[src/inc/gpf_pkg.sv]
// Package: constants and types for the general-purpose line function block
package gpf_pkg;

    // ----------------------------------------------------------------
    // Line counts and line positions
    // ----------------------------------------------------------------
    localparam int unsigned NUM_IO_LINES   = 8;
    localparam int unsigned LINE_SUSPEND   = 2;
    localparam int unsigned LINE_LED       = 3;
    localparam int unsigned LINE_LOW_POWER = 4;
    localparam int unsigned LINE_CONFIG    = 5;
    localparam int unsigned LINE_EVENT     = 6;
    localparam int unsigned LINE_REL_ACK   = 7;

    // ----------------------------------------------------------------
    // Timing
    // ----------------------------------------------------------------
    localparam int unsigned CLK_FREQ_HZ     = 200_000_000;
    localparam int unsigned IDLE_SUSPEND_US = 3_000;
    // Traffic-free interval; must be longer than this count
    localparam int unsigned IDLE_SUSPEND_CYCLES =
        (IDLE_SUSPEND_US * (CLK_FREQ_HZ / 1_000_000));
    localparam int unsigned IDLE_CNT_W = 20;

    // ----------------------------------------------------------------
    // Reset values and widths
    // ----------------------------------------------------------------
    localparam int unsigned EVT_CNT_W = 16;
    localparam logic [7:0]  GPIO_OUT_RESET = 8'h00;

    // ----------------------------------------------------------------
    // Types
    // ----------------------------------------------------------------
    typedef enum logic [1:0] {
        GPF_ROLE_GPIO,
        GPF_ROLE_CS,
        GPF_ROLE_DEDICATED
    } gpf_role_e;

    typedef enum logic [1:0] {
        GPF_EVT_FALL,
        GPF_EVT_RISE,
        GPF_EVT_LOW_PULSE,
        GPF_EVT_HIGH_PULSE
    } gpf_evt_mode_e;

    // Per-line output drive bundle
    typedef struct packed {
        logic [7:0] out;
        logic [7:0] oe;
    } gpf_drive_s;

    // SPI engine status seen by the block
    typedef struct packed {
        logic       busy;
        logic       done;
        logic       cancel;
        logic [7:0] cs_idle;
        logic [7:0] cs_active;
    } gpf_spi_s;

endpackage : gpf_pkg

[src/logic/gpf_pin_functions.sv]
// Design: role selection and dedicated functions of nine general lines
`timescale 1ns/1ps
`default_nettype none

// Function
// Each line is GPIO, chip select or dedicated function, one role only.
// Lines 0 to 7 as GPIO are each input or output.
// Line 8 is input only and never drives.
// Read returns all GPIO levels; write changes only output lines.
// Chip select lines take idle or active level from SPI engine.
// Suspend line 2 goes low in Suspend, high on Resume.
// Configured line 5 is high from reset until configured.
// Configured line 5 goes low once configuration completes.
// After configuration, line 5 high in Suspend, low on resume.
// Device enters Suspend when suspend signalling is seen.
// Traffic-free interval over 3 ms is taken as suspend request.
// Resume signalling, bus reset or device reset leave Suspend.
// Low power line shows host refused power, device unconfigured.
// Line 4 low after reset, high configured, low in Suspend.
// External event input on line 6 is counted.
// Counter counts falling, rising edges, low or high pulses.
// Line 8 carries bus release request, monitored by device.
// Line 7 acknowledges that SPI bus has been released.
// Release at once if idle, else after transfer ends or cancels.
// Line 3 indicates SPI traffic.
// Traffic line low during transfer, high when idle.
// GPIO writes never change chip select or dedicated lines.
module gpf_pin_functions
    import gpf_pkg::*;
(
    input  wire logic                 sys_clk,
    input  wire logic                 rst,
    input  wire logic [15:0]          role_sel,
    input  wire logic [7:0]           gpio_dir_out,
    input  wire logic                 gpio_wr,
    input  wire logic [7:0]           gpio_wr_data,
    output logic [8:0]                gpio_rd_data,
    input  wire gpf_spi_s             spi_stat,
    input  wire logic                 release_enable,
    output logic                      bus_released,
    input  wire logic                 usb_traffic,
    input  wire logic                 usb_resume_sig,
    input  wire logic                 usb_bus_reset,
    input  wire logic                 usb_configured,
    input  wire logic                 power_refused,
    output logic                      suspended,
    input  wire logic [1:0]           evt_mode,
    input  wire logic                 evt_clear,
    output logic [EVT_CNT_W-1:0]      evt_count,
    input  wire logic [8:0]           line_in,
    output logic [7:0]                line_out,
    output logic [7:0]                line_oe
);

    // ----------------------------------------------------------------
    // Role decode
    // ----------------------------------------------------------------

    // Two role bits per line to an enum
    function automatic gpf_role_e role_of(input logic [15:0] sel,
                                          input int unsigned idx);
        logic [1:0] code;
        code = sel[2*idx +: 2];
        case (code)
            2'd1:    role_of = GPF_ROLE_CS;
            2'd2:    role_of = GPF_ROLE_DEDICATED;
            default: role_of = GPF_ROLE_GPIO;
        endcase
    endfunction

    wire logic [7:0] is_gpio;
    wire logic [7:0] is_cs;
    wire logic [7:0] is_ded;

    // one role per line
    genvar gi;
    generate
        for (gi = 0; gi < NUM_IO_LINES; gi++) begin : g_role
            assign is_gpio[gi] = (role_of(role_sel, gi) == GPF_ROLE_GPIO);
            assign is_cs[gi]   = (role_of(role_sel, gi) == GPF_ROLE_CS);
            assign is_ded[gi]  = (role_of(role_sel, gi)
                                  == GPF_ROLE_DEDICATED);
        end
    endgenerate

    // ----------------------------------------------------------------
    // USB suspend and configuration tracking
    // ----------------------------------------------------------------
    logic [IDLE_CNT_W-1:0] idle_cnt;
    logic                  configured;
    wire logic             idle_expired;
    wire logic             wake;

    // longer than 3 ms without traffic
    assign idle_expired = (32'(idle_cnt) >= IDLE_SUSPEND_CYCLES);
    // resume signalling or bus reset
    assign wake = usb_resume_sig | usb_bus_reset;

    // Idle counter restarts on any traffic
    always_ff @(posedge sys_clk or posedge rst) begin
        if (rst) begin
            idle_cnt <= '0;
        end else if (usb_traffic || wake) begin
            idle_cnt <= '0;
        end else if (!idle_expired) begin
            idle_cnt <= idle_cnt + 1'b1;
        end
    end

    // suspend on detected signalling; R12: reset clears it
    always_ff @(posedge sys_clk or posedge rst) begin
        if (rst) begin
            suspended <= 1'b0;
        end else if (wake || usb_traffic) begin
            suspended <= 1'b0;
        end else if (idle_expired) begin
            suspended <= 1'b1;
        end
    end

    // configuration latched; bus reset drops it
    always_ff @(posedge sys_clk or posedge rst) begin
        if (rst) begin
            configured <= 1'b0;
        end else if (usb_bus_reset) begin
            configured <= 1'b0;
        end else if (usb_configured && !power_refused) begin
            configured <= 1'b1;
        end
    end

    // ----------------------------------------------------------------
    // SPI bus release
    // ----------------------------------------------------------------
    wire logic  release_req;

    // request is line 8 driven low while release_enable is set
    assign release_req = release_enable & ~line_in[8];

    // release at once when idle, else at transfer end or cancel
    always_ff @(posedge sys_clk or posedge rst) begin
        if (rst) begin
            bus_released <= 1'b0;
        end else if (!release_req) begin
            bus_released <= 1'b0;
        end else if (!spi_stat.busy || spi_stat.done || spi_stat.cancel) begin
            bus_released <= 1'b1;
        end
    end

    // ----------------------------------------------------------------
    // External event counter
    // ----------------------------------------------------------------
    logic      evt_prev;
    wire logic evt_rise;
    wire logic evt_fall;
    wire logic evt_hit;

    assign evt_rise = line_in[LINE_EVENT] & ~evt_prev;
    assign evt_fall = ~line_in[LINE_EVENT] & evt_prev;

    // a pulse is counted at its closing edge
    assign evt_hit = (evt_mode == 2'(GPF_EVT_FALL))       ? evt_fall :
                     (evt_mode == 2'(GPF_EVT_RISE))       ? evt_rise :
                     (evt_mode == 2'(GPF_EVT_LOW_PULSE))  ? evt_rise :
                                                            evt_fall;

    // count events while line 6 is dedicated
    always_ff @(posedge sys_clk or posedge rst) begin
        if (rst) begin
            evt_prev  <= 1'b1;
            evt_count <= '0;
        end else begin
            evt_prev <= line_in[LINE_EVENT];
            if (evt_hit && is_ded[LINE_EVENT]) begin
                evt_count <= evt_count + 1'b1;
            end else if (evt_clear) begin
                evt_count <= '0;
            end
        end
    end

    // ----------------------------------------------------------------
    // GPIO output latch
    // ----------------------------------------------------------------
    logic [7:0]      gpio_out;
    wire logic [7:0] gpio_wmask;

    // R22: only GPIO outputs take a write
    assign gpio_wmask = is_gpio & gpio_dir_out;

    always_ff @(posedge sys_clk or posedge rst) begin
        if (rst) begin
            gpio_out <= GPIO_OUT_RESET;
        end else if (gpio_wr) begin
            gpio_out <= (gpio_out & ~gpio_wmask)
                      | (gpio_wr_data & gpio_wmask);
        end
    end

    // ----------------------------------------------------------------
    // Dedicated function levels
    // ----------------------------------------------------------------
    wire logic [7:0] ded_level;
    wire logic [7:0] ded_oe;
    wire logic [7:0] cs_level;

    // suspend line active low
    assign ded_level[LINE_SUSPEND] = ~suspended;
    // R21: traffic line low while busy
    assign ded_level[LINE_LED]     = ~spi_stat.busy;
    // R14: low power line
    assign ded_level[LINE_LOW_POWER] = configured & ~suspended;
    // R9: configured line
    assign ded_level[LINE_CONFIG]  = ~(configured & ~suspended);
    assign ded_level[LINE_EVENT]   = 1'b1;
    // acknowledge of release
    assign ded_level[LINE_REL_ACK] = bus_released;
    assign ded_level[1:0]          = 2'b11;
    assign ded_oe = 8'hBC;

    // chip select level by transfer state
    assign cs_level = spi_stat.busy ? spi_stat.cs_active : spi_stat.cs_idle;

    // ----------------------------------------------------------------
    // Pin drive registers
    // ----------------------------------------------------------------
    gpf_drive_s next_drive;
    gpf_drive_s drive;

    // R2: select per line
    always_comb begin
        next_drive.out = (is_gpio & gpio_out) | (is_cs & cs_level)
                       | (is_ded & ded_level);
        next_drive.oe  = (is_gpio & gpio_dir_out) | is_cs
                       | (is_ded & ded_oe);
    end

    always_ff @(posedge sys_clk or posedge rst) begin
        if (rst) begin
            drive <= '0;
        end else begin
            drive <= next_drive;
        end
    end

    // line 8 has no output at all
    assign line_out = drive.out;
    assign line_oe  = drive.oe;

    // read all levels
    always_ff @(posedge sys_clk or posedge rst) begin
        if (rst) begin
            gpio_rd_data <= '0;
        end else begin
            gpio_rd_data <= line_in;
        end
    end

    // ----------------------------------------------------------------
    // Checks
    // ----------------------------------------------------------------
    chk_gpio_write_mask: assert property (
        @(posedge sys_clk) disable iff (rst)
        gpio_wr |=> ((gpio_out & ~$past(gpio_wmask))
                     == ($past(gpio_out) & ~$past(gpio_wmask))))
        else $error("GPIO write touched a non-output line");

    chk_led_level: assert property (
        @(posedge sys_clk) disable iff (rst)
        is_ded[LINE_LED] |=> (line_out[LINE_LED] == !$past(spi_stat.busy)))
        else $error("Traffic line level wrong");

    chk_release_idle: assert property (
        @(posedge sys_clk) disable iff (rst)
        (release_req && !spi_stat.busy) |=> bus_released)
        else $error("Bus not released while idle");

    chk_release_busy: assert property (
        @(posedge sys_clk) disable iff (rst)
        (release_req && spi_stat.busy && !spi_stat.done
         && !spi_stat.cancel) |=> !bus_released || $past(bus_released))
        else $error("Bus released during transfer");

    chk_suspend_entry: assert property (
        @(posedge sys_clk) disable iff (rst)
        (idle_expired && !usb_traffic && !wake) |=> suspended)
        else $error("Suspend not entered after idle");

    chk_wake_exit: assert property (
        @(posedge sys_clk) disable iff (rst)
        wake |=> !suspended)
        else $error("Suspend not left on wake");

    chk_cfg_line: assert property (
        @(posedge sys_clk) disable iff (rst)
        (is_ded[LINE_CONFIG] && suspended) |=> line_out[LINE_CONFIG])
        else $error("Configured line low in suspend");

    chk_evt_count: assert property (
        @(posedge sys_clk) disable iff (rst)
        (evt_hit && is_ded[LINE_EVENT])
            |=> evt_count == $past(evt_count) + 1'b1)
        else $error("Event not counted");

    chk_cs_drive: assert property (
        @(posedge sys_clk) disable iff (rst)
        is_cs[0] |=> (line_oe[0] && line_out[0]
                      == $past(spi_stat.busy ? spi_stat.cs_active[0]
                                             : spi_stat.cs_idle[0])))
        else $error("Chip select level wrong");

    chk_role_unique: assert property (
        @(posedge sys_clk) disable iff (rst)
        ((is_gpio ^ is_cs ^ is_ded) == 8'hFF)
            && ((is_gpio & is_cs & is_ded) == 8'h00))
        else $error("Line holds more than one role");

    chk_gpio_input_oe: assert property (
        @(posedge sys_clk) disable iff (rst)
        (|(is_gpio & ~gpio_dir_out))
            |=> ((line_oe & $past(is_gpio & ~gpio_dir_out)) == 8'h00))
        else $error("GPIO input line driven");

    chk_suspend_line: assert property (
        @(posedge sys_clk) disable iff (rst)
        is_ded[LINE_SUSPEND]
            |=> (line_out[LINE_SUSPEND] == !$past(suspended)))
        else $error("Suspend line level wrong");

    chk_low_power_line: assert property (
        @(posedge sys_clk) disable iff (rst)
        is_ded[LINE_LOW_POWER]
            |=> (line_out[LINE_LOW_POWER] == $past(configured && !suspended)))
        else $error("Low power line level wrong");

    chk_cfg_level: assert property (
        @(posedge sys_clk) disable iff (rst)
        is_ded[LINE_CONFIG]
            |=> (line_out[LINE_CONFIG] == !$past(configured && !suspended)))
        else $error("Configured line level wrong");

    chk_power_refused: assert property (
        @(posedge sys_clk) disable iff (rst)
        (power_refused && !configured) |=> !configured)
        else $error("Configured although power refused");

endmodule : gpf_pin_functions
`default_nettype wire

[config.mk]
export PLATFORM = sky130hd
export DESIGN_NAME = gpf_pin_functions
export DESIGN_NICKNAME = d
export VERILOG_FILES = /design/src/inc/gpf_pkg.sv /design/src/logic/gpf_pin_functions.sv
export SDC_FILE = /design/constraint.sdc
export NUM_CORES = 1
export LEC_CHECK = 0
export BUFFER_PORTS_ARGS = -buffer_cell sky130_fd_sc_hd__buf_2
export CAP_MARGIN = 10
export CORE_MARGIN = 2
export CORE_UTILIZATION = 40
export DETAILED_ROUTE_END_ITERATION = 8
export GPL_ROUTABILITY_DRIVEN = 1
export HOLD_SLACK_MARGIN = 0.15
export PLACE_DENSITY_LB_ADDON = 0.15
export SETUP_SLACK_MARGIN = 0.4
export SLEW_MARGIN = 20
export SYNTH_ARGS = -nofsm -noshare
export SYNTH_HDL_FRONTEND = slang
export SYNTH_SLANG_ARGS = --single-unit
[constraint.sdc]
create_clock -name sys_clk -period 5.3 [get_ports sys_clk]
set_clock_uncertainty 0.05 [all_clocks]
set_input_delay 0.53 -clock sys_clk [delete_from_list [all_inputs] [get_ports sys_clk]]
set_output_delay 0.53 -clock sys_clk [all_outputs]
set_load 0.03 [all_outputs]
==> results of run 1 <==
==> metrics by stage <==
step	instance area, um2	worst slack, ps	cells	utilization, %	hold slack (ps)
2_1_floorplan	3840	2870	361	-	400
3_3_place_gp	4550	3240	595	49.0	423
3_5_place_dp	4550	3140	595	49.0	432
4_1_cts	4770	3350	611	51.4	215
5_1_grt	4770	3140	611	51.4	218
6_report	4770	3360	611	51.4	232
==> power groups by stage <==
| stage | clock network [mW] | registers (mW) | logic, mW |
|---|---|---|---|
| finish | 0.497 | 0.607 | 0.189 |
| global route | 0.533 | 0.612 | 0.209 |
| CTS | 0.509 | 0.608 | 0.193 |
| detailed placement | 0 | 0.618 | 0.193 |
| global placement | 0 | 0.618 | 0.189 |
| floorplan | 0 | 0.661 | 0.0761 |
==> routing by layer <==
layer  routed length, um  vias up  part of all wire [%]  track usage, %
li1                    -     1531                     -               -
met5                   0        -                     0               0
met4                 129        0                   1.5            6.26
met3                 548       11                   6.5            4.38
met2                4030       95                    47            28.1
met1                3780     1532                    45            22.0
==> cell families (layout without fill, tap and decap cells) <==
group | after synthesis | count (layout) | share of synthesized area, %
flip-flops | 73 | 73 | 47.5
AND/OR/NAND/NOR | 116 | 116 | 17.0
buffers and inverters | 48 | 169 | 5.08
adder cells (fa/ha/maj) | 19 | 19 | 6.18
AO/OA/AOI/OAI | 61 | 61 | 12.2
XOR/XNOR | 1 | 1 | 0.228
multiplexers | 43 | 43 | 11.7
==> worst min path at each step <==
stage	startpoint	to	depth (start not counted)
floorplan	flop	line_out[4]$_DFF_PP0_	2
finish	line_in[7]	gpio_rd_data[7]$_DFF_PP0_	1
global route	line_in[2]	gpio_rd_data[2]$_DFF_PP0_	1
detailed placement	evt_count[13]$_DFFE_PP0P_	evt_count[13]$_DFFE_PP0P_	1
global placement	evt_count[13]$_DFFE_PP0P_	evt_count[13]$_DFFE_PP0P_	1
CTS	line_in[7]	gpio_rd_data[7]$_DFF_PP0_	1
==> Yosys cell counts (2+ instances only) <==
master,n,area (um2)
nor4_1,5,31.3
buf_2,3,15.0
a21o_1,4,30.0
mux2i_1,26,260
a221o_1,4,40.0
a211o_1,5,43.8
nand4_1,10,62.6
nand3_1,21,105
inv_1,36,135
dfrtp_1,72,1800
a21oi_2,2,17.5
a222oi_1,2,20.0
ha_1,19,238
and2_1,2,12.5
and3_1,4,25.0
a31oi_1,5,31.3
and4_1,2,17.5
a211oi_1,6,45.0
nand2b_1,9,56.3
a2111oi_2,2,30.0
a21oi_1,7,35.0
nand3b_1,2,15.0
or4_1,5,37.5
buf_4,3,22.5
nor4_2,2,25.0
nand2_1,38,143
nor2b_1,2,12.5
o31ai_1,6,45.0
clkbuf_1,5,18.8
nor3b_1,2,15.0
o21ai_0,10,50.1
mux2_2,17,191
nor2_1,4,15.0
==> area by class of cell <==
class	count	area, um2
inverters	36	135
clock inverters	7	100
fillers	895	4510
clock buffers	9	124
multi-input cells	240	1830
well taps	129	161
flip-flops and latches	73	1830
repair buffers	117	593
==> cells in the final DEF (no fill, tap or decap), types with 5 or more instances in the layout <==
master    Yosys  layout
a211o_1       5       5
a211oi_1      6       6
a21oi_1       7       7
a31oi_1       5       5
buf_2         3     114
clkbuf_8      0       9
dfrtp_1      72      72
ha_1         19      19
inv_1        36      35
mux2_2       17      17
mux2i_1      26      25
nand2_1      38      38
nand2b_1      9       9
nand3_1      21      21
nand4_1      10      10
nor4_1        5       5
o21ai_0      10      10
o31ai_1       6       6
or4_1         5       5
==> out/qor.yml, run 1 <==
die:
  io_pins: 115
  die_h_um: 102
  fp-row-count: 35
  die_width_um: 102
  dieArea_um2: 10400
  start_util_pct: 41.4
  core-area_um2: 9280
drt:
  drt-total-wl_mm: 8.48
  drt_iter0_drc: 104
  drtPass1Iterations: 4
  via_per_inst: 5.19
  ant_nets: 0
  wl_per_cell_um: 13.9
  via_count: 3169
  drc: 0
timing:
  period_share_pct: 36.6
  report.final.slew_viol_count: 0
  setup_violations: 0
  slew_headroom_pct: 50.6
  rsz0062_at_grt: "false"
  fmax_ghz: 0.515
  hold_viol: 0
  setup_tns_ps: 0
  layout_min_cycle_time_ps: 1940
  worst_pin_slew_ps: 741
critical_path:
  cp_slowest_stage_delay_ps: 530
  crit_end: "evt_count[12]$_DFFE_PP0P_"
  cp_max_fo: 5
  critPathCaptureType: "flop"
  cp.arrival_ps: 2120
  path_class: "flop to flop"
  crit_start: "evt_count[0]$_DFFE_PP0P_"
  worst_ep_required_time_ps: 5470
  rrSetupSlack_ps: 3360
  crit_cells: 5
  worstPathBufferInverterCount: 0
  critical_path.slowest_cell: "nor4_1"
  cpLargestDelayFamily: "simple AND/OR/NAND/NOR gates"
  ff2ff_path_depth: 5
  rr_startpoint: "evt_count[0]$_DFFE_PP0P_"
  startpoint_type: "flop"
  path_cells: "ha_1 > nand2_1 > nor4_1 > a21boi_0 > a211o_1"
  r2r-end: "evt_count[12]$_DFFE_PP0P_"
global_route:
  grt_overflow: 0
  antenna_found_initial: 0
  track_usage_pct: 17.1
  grt_pass1_wl_mm: 14.1
  grt_start_max_net_pins: 42
  grt_pass1_vias: 3086
power_and_ir_drop:
  switching_share_pct: 27.3
  vdd_drop_max_v: 0.000126
  switchingPower_uw: 352
  comb_power_share_pct: 14.6
  clockPowerShare_pct: 38.4
  power_density_nw_per_um2: 271
  power_mw: 1.29
  p_int_uw: 940
  power_frac_seq_pct: 47.0
  p_leak_nw: 2.30
synth:
  ys_seq_elements: 73
  syn_avg_cell_area_um2: 10.7
  ys_seq_area_share_pct: 47.5
  ys_async_sr_fraction_pct: 100
  synth_flop_cell: "dfrtp_1"
  syn_inst: 361
  synth_cell_types: 52
  synth_nets: 452
  synth_edf_count: 0
  netlist_area_um2: 3840
  ys_warn_count: 0
clock_network:
  path_clk_slew_ps: 90
  cts_resized: 0
  clkLatencyLatePin_ps: 350
  cts_tree: "built"
  clk_path_buf_depth: 2
  cts_hold_buf: 0
  cts_sinks: 73
  cts_root_buffer: "clkbuf_8"
  htree_levels: 3
  postCtsSetupBuffers: 0
  cts_made_buffers: 9
final_layout:
  nNetsFinal: 568
  drive_above_1_share_pct: 34.0
  area_delta_synth_final_pct: 24.1
  antenna_cells: 0
run:
  maxCapViolations: 0
placement:
  io_buffers: 114
  hpwl_mm: 6.29
  routabilityCongestion: 0.810
run_status:
  status: "complete, no violations"
hold_path:
  worstHoldPathType: "input pin to flop"
Note: power is estimated with default switching activity, not from simulation.
==> inputs of run 2 (changes only) <==
Clock period 5.3 ns to 1.77 ns, I/O delays scaled along.
==> run 2 against run 1 <==
Net effect: critical path type unchanged; utilization rose by 16 points; first-iteration DRC count rose by 26%; final area rose by 32%; sequential share of layout area fell by 9.0 points; via count rose by 15%.
==> out/qor.yml, run 2 (synthesized netlist as in run 1, its figures left out) <==
final_layout:
  nNetsFinal: 671  # +18%
  nFillCells: 689  # -23%
  finalNonFillerCells: 714  # +17%
  drive_above_1_share_pct: 47.2  # +13 points
  area_delta_synth_final_pct: 63.9
  multi_input_area_um2: 2310  # +26%
  antenna_cells: 0  # unchanged
  final_common_cell: "buf_2"
  layout.area.seq_um2: 1840  # +0.89%
  final_util_pct: 67.9  # +16 points
  layout_common_cells: "buf_2, dfrtp_1, dlygate4sd3_1"
run_status:
  status: "complete, no violations"
timing:
  slew_headroom_pct: 74.6  # +24 points
  layout_min_cycle_time_ps: 1760  # -184 ps
  hold_viol: 0  # unchanged
  period_share_pct: 99.2  # +63 points
  holdWs_ps: 156  # -75.2 ps
  worst_pin_slew_ps: 380  # -362 ps
  fmax_ghz: 0.569  # +10%
  rsz0062_at_grt: "true"
  worst_slack_ps: 13.3  # -3350 ps
  report.final.slew_viol_count: 0  # unchanged
  setup_violations: 0  # unchanged
drt:
  drc: 0  # unchanged
  drt_iter0_drc: 131  # +26%
  wl_per_cell_um: 15.5  # +12%
  drtPass1Iterations: 4  # unchanged
  drt-total-wl_mm: 11.1  # +31%
  ant_nets: 0  # unchanged
  via_per_inst: 5.11  # -1.4%
  via_count: 3652  # +15%
die:
  start_util_pct: 41.4  # unchanged
  die_h_um: 102  # unchanged
  fp-row-count: 35  # unchanged
  die_width_um: 102  # unchanged
  io_pins: 115  # unchanged
  core-area_um2: 9280  # unchanged
  dieArea_um2: 10400  # unchanged
clock_network:
  clk_path_buf_depth: 2  # unchanged
  cts_root_buffer: "clkbuf_8"
  cts_made_buffers: 9  # unchanged
  cts_sinks: 73  # unchanged
  clkLatencyLatePin_ps: 350  # about the same
  path_clk_slew_ps: 80  # about the same
  htree_levels: 3  # unchanged
  cts_tree: "built"
global_route:
  grt_pass1_vias: 3705  # +20%
  antenna_found_initial: 0  # unchanged
  track_usage_pct: 21.6  # +4.5 points
  grt_overflow: 0  # unchanged
  grt_start_max_net_pins: 31  # -26%
  grt_pass1_wl_mm: 17.5  # +24%
placement:
  routabilityCongestion: 0.823  # +1.6%
  hpwl_mm: 6.70  # +6.5%
  dp.cells: 611  # +2.7%
  place_ws_ps: -39.9  # -3180 ps
  io_buffers: 114  # unchanged
critical_path:
  path_class: "flop to flop"
  cp_max_fo: 7  # +2
  worst_ep_required_time_ps: 2000  # -3470 ps
  critPathCaptureType: "flop"
  cp.arrival_ps: 1980  # -140 ps
  startpoint_type: "flop"
power_and_ir_drop:
  vdd_drop_max_v: 0.000430  # +240%
  p_leak_nw: 2.88  # +25%
  clockPowerShare_pct: 34.0  # -4.4 points
  p_int_mw: 2.82  # +200%
  switching_share_pct: 27.6  # +0.37 points
  power_mw: 3.90  # +200%
  switchingPower_mw: 1.08  # +210%
  comb_power_share_pct: 19.2  # +4.6 points
  power_density_nw_per_um2: 619  # +130%
  power_frac_seq_pct: 46.8  # -0.2 points
run:
  maxCapViolations: 0  # unchanged
hold_path:
  worstHoldPathType: "input pin to flop"
[run 2: what timing repair did]
item	CTS	global route
buffers inserted	17	10
resized for setup	41	37
setup endpoints to repair	36	44
hold buffers	57	1
endpoints found under the hold margin	110	1
gates cloned	5	0
pin swaps	15	15
[run 2: final timing paths]
kind | start | cells past startpoint | slack, ps | end
max in group asynchronous | rst | 4 | 750 | evt_prev$_DFF_PP1_
worst min-delay path | role_sel[2] | 3 | 160 | line_oe[1]$_DFF_PP0_
worst max-delay path | idle_cnt[17]$_DFFE_PP0P_ | 4 | 10 | idle_cnt[15]$_DFFE_PP0P_
min in group asynchronous | rst | 3 | 330 | gpio_rd_data[2]$_DFF_PP0_
worst max register to register | idle_cnt[17]$_DFFE_PP0P_ | 4 | 10 | idle_cnt[15]$_DFFE_PP0P_
worst min register to register | flop | 2 | 440 | line_out[4]$_DFF_PP0_
[run 2: layer usage]
| layer | global-route usage [%] | share of wire [%] | routed length [um] | vias to the layer above |
|---|---|---|---|---|
| li1 | - | - | - | 1751 |
| met1 | 26.1 | 42 | 4660 | 1778 |
| met2 | 38.0 | 51 | 5680 | 108 |
| met3 | 5.34 | 5.2 | 577 | 15 |
| met4 | 6.87 | 1.6 | 173 | 0 |
| met5 | 0 | 0 | 0 | - |
[run 2: layout make-up]
cell class	instances	share of cell area (%)
repair buffers	218	26.2
multi-input cells	242	36.6
clock inverters	5	0.874
clock buffers	11	2.24
flip-flops and latches	73	29.3
inverters	36	2.20
well taps	129	2.56
[run 2: power groups by stage]
stage | sequential, mW | combinational [mW] | clock [mW]
finish | 1.83 | 0.749 | 1.33
global route | 1.84 | 0.808 | 1.43
CTS | 1.83 | 0.738 | 1.36
detailed placement | 1.86 | 0.595 | 0
global placement | 1.85 | 0.581 | 0
floorplan | 1.98 | 0.239 | 0
[run 2: metrics by stage]
step	setup TNS [ps]	area, um2
2_1_floorplan	0	4000
5_1_grt	-288	6300
3_3_place_gp	0	4810
4_1_cts	0	6040
6_report	0	6300
3_5_place_dp	-171	4810
[run 2: worst max-delay path, stage by stage, from the launching register on]
cell and delay (ps):
dfrtp_2 460, o31ai_4 330, nand4_4 200, or4_4 530, a21oi_2 120
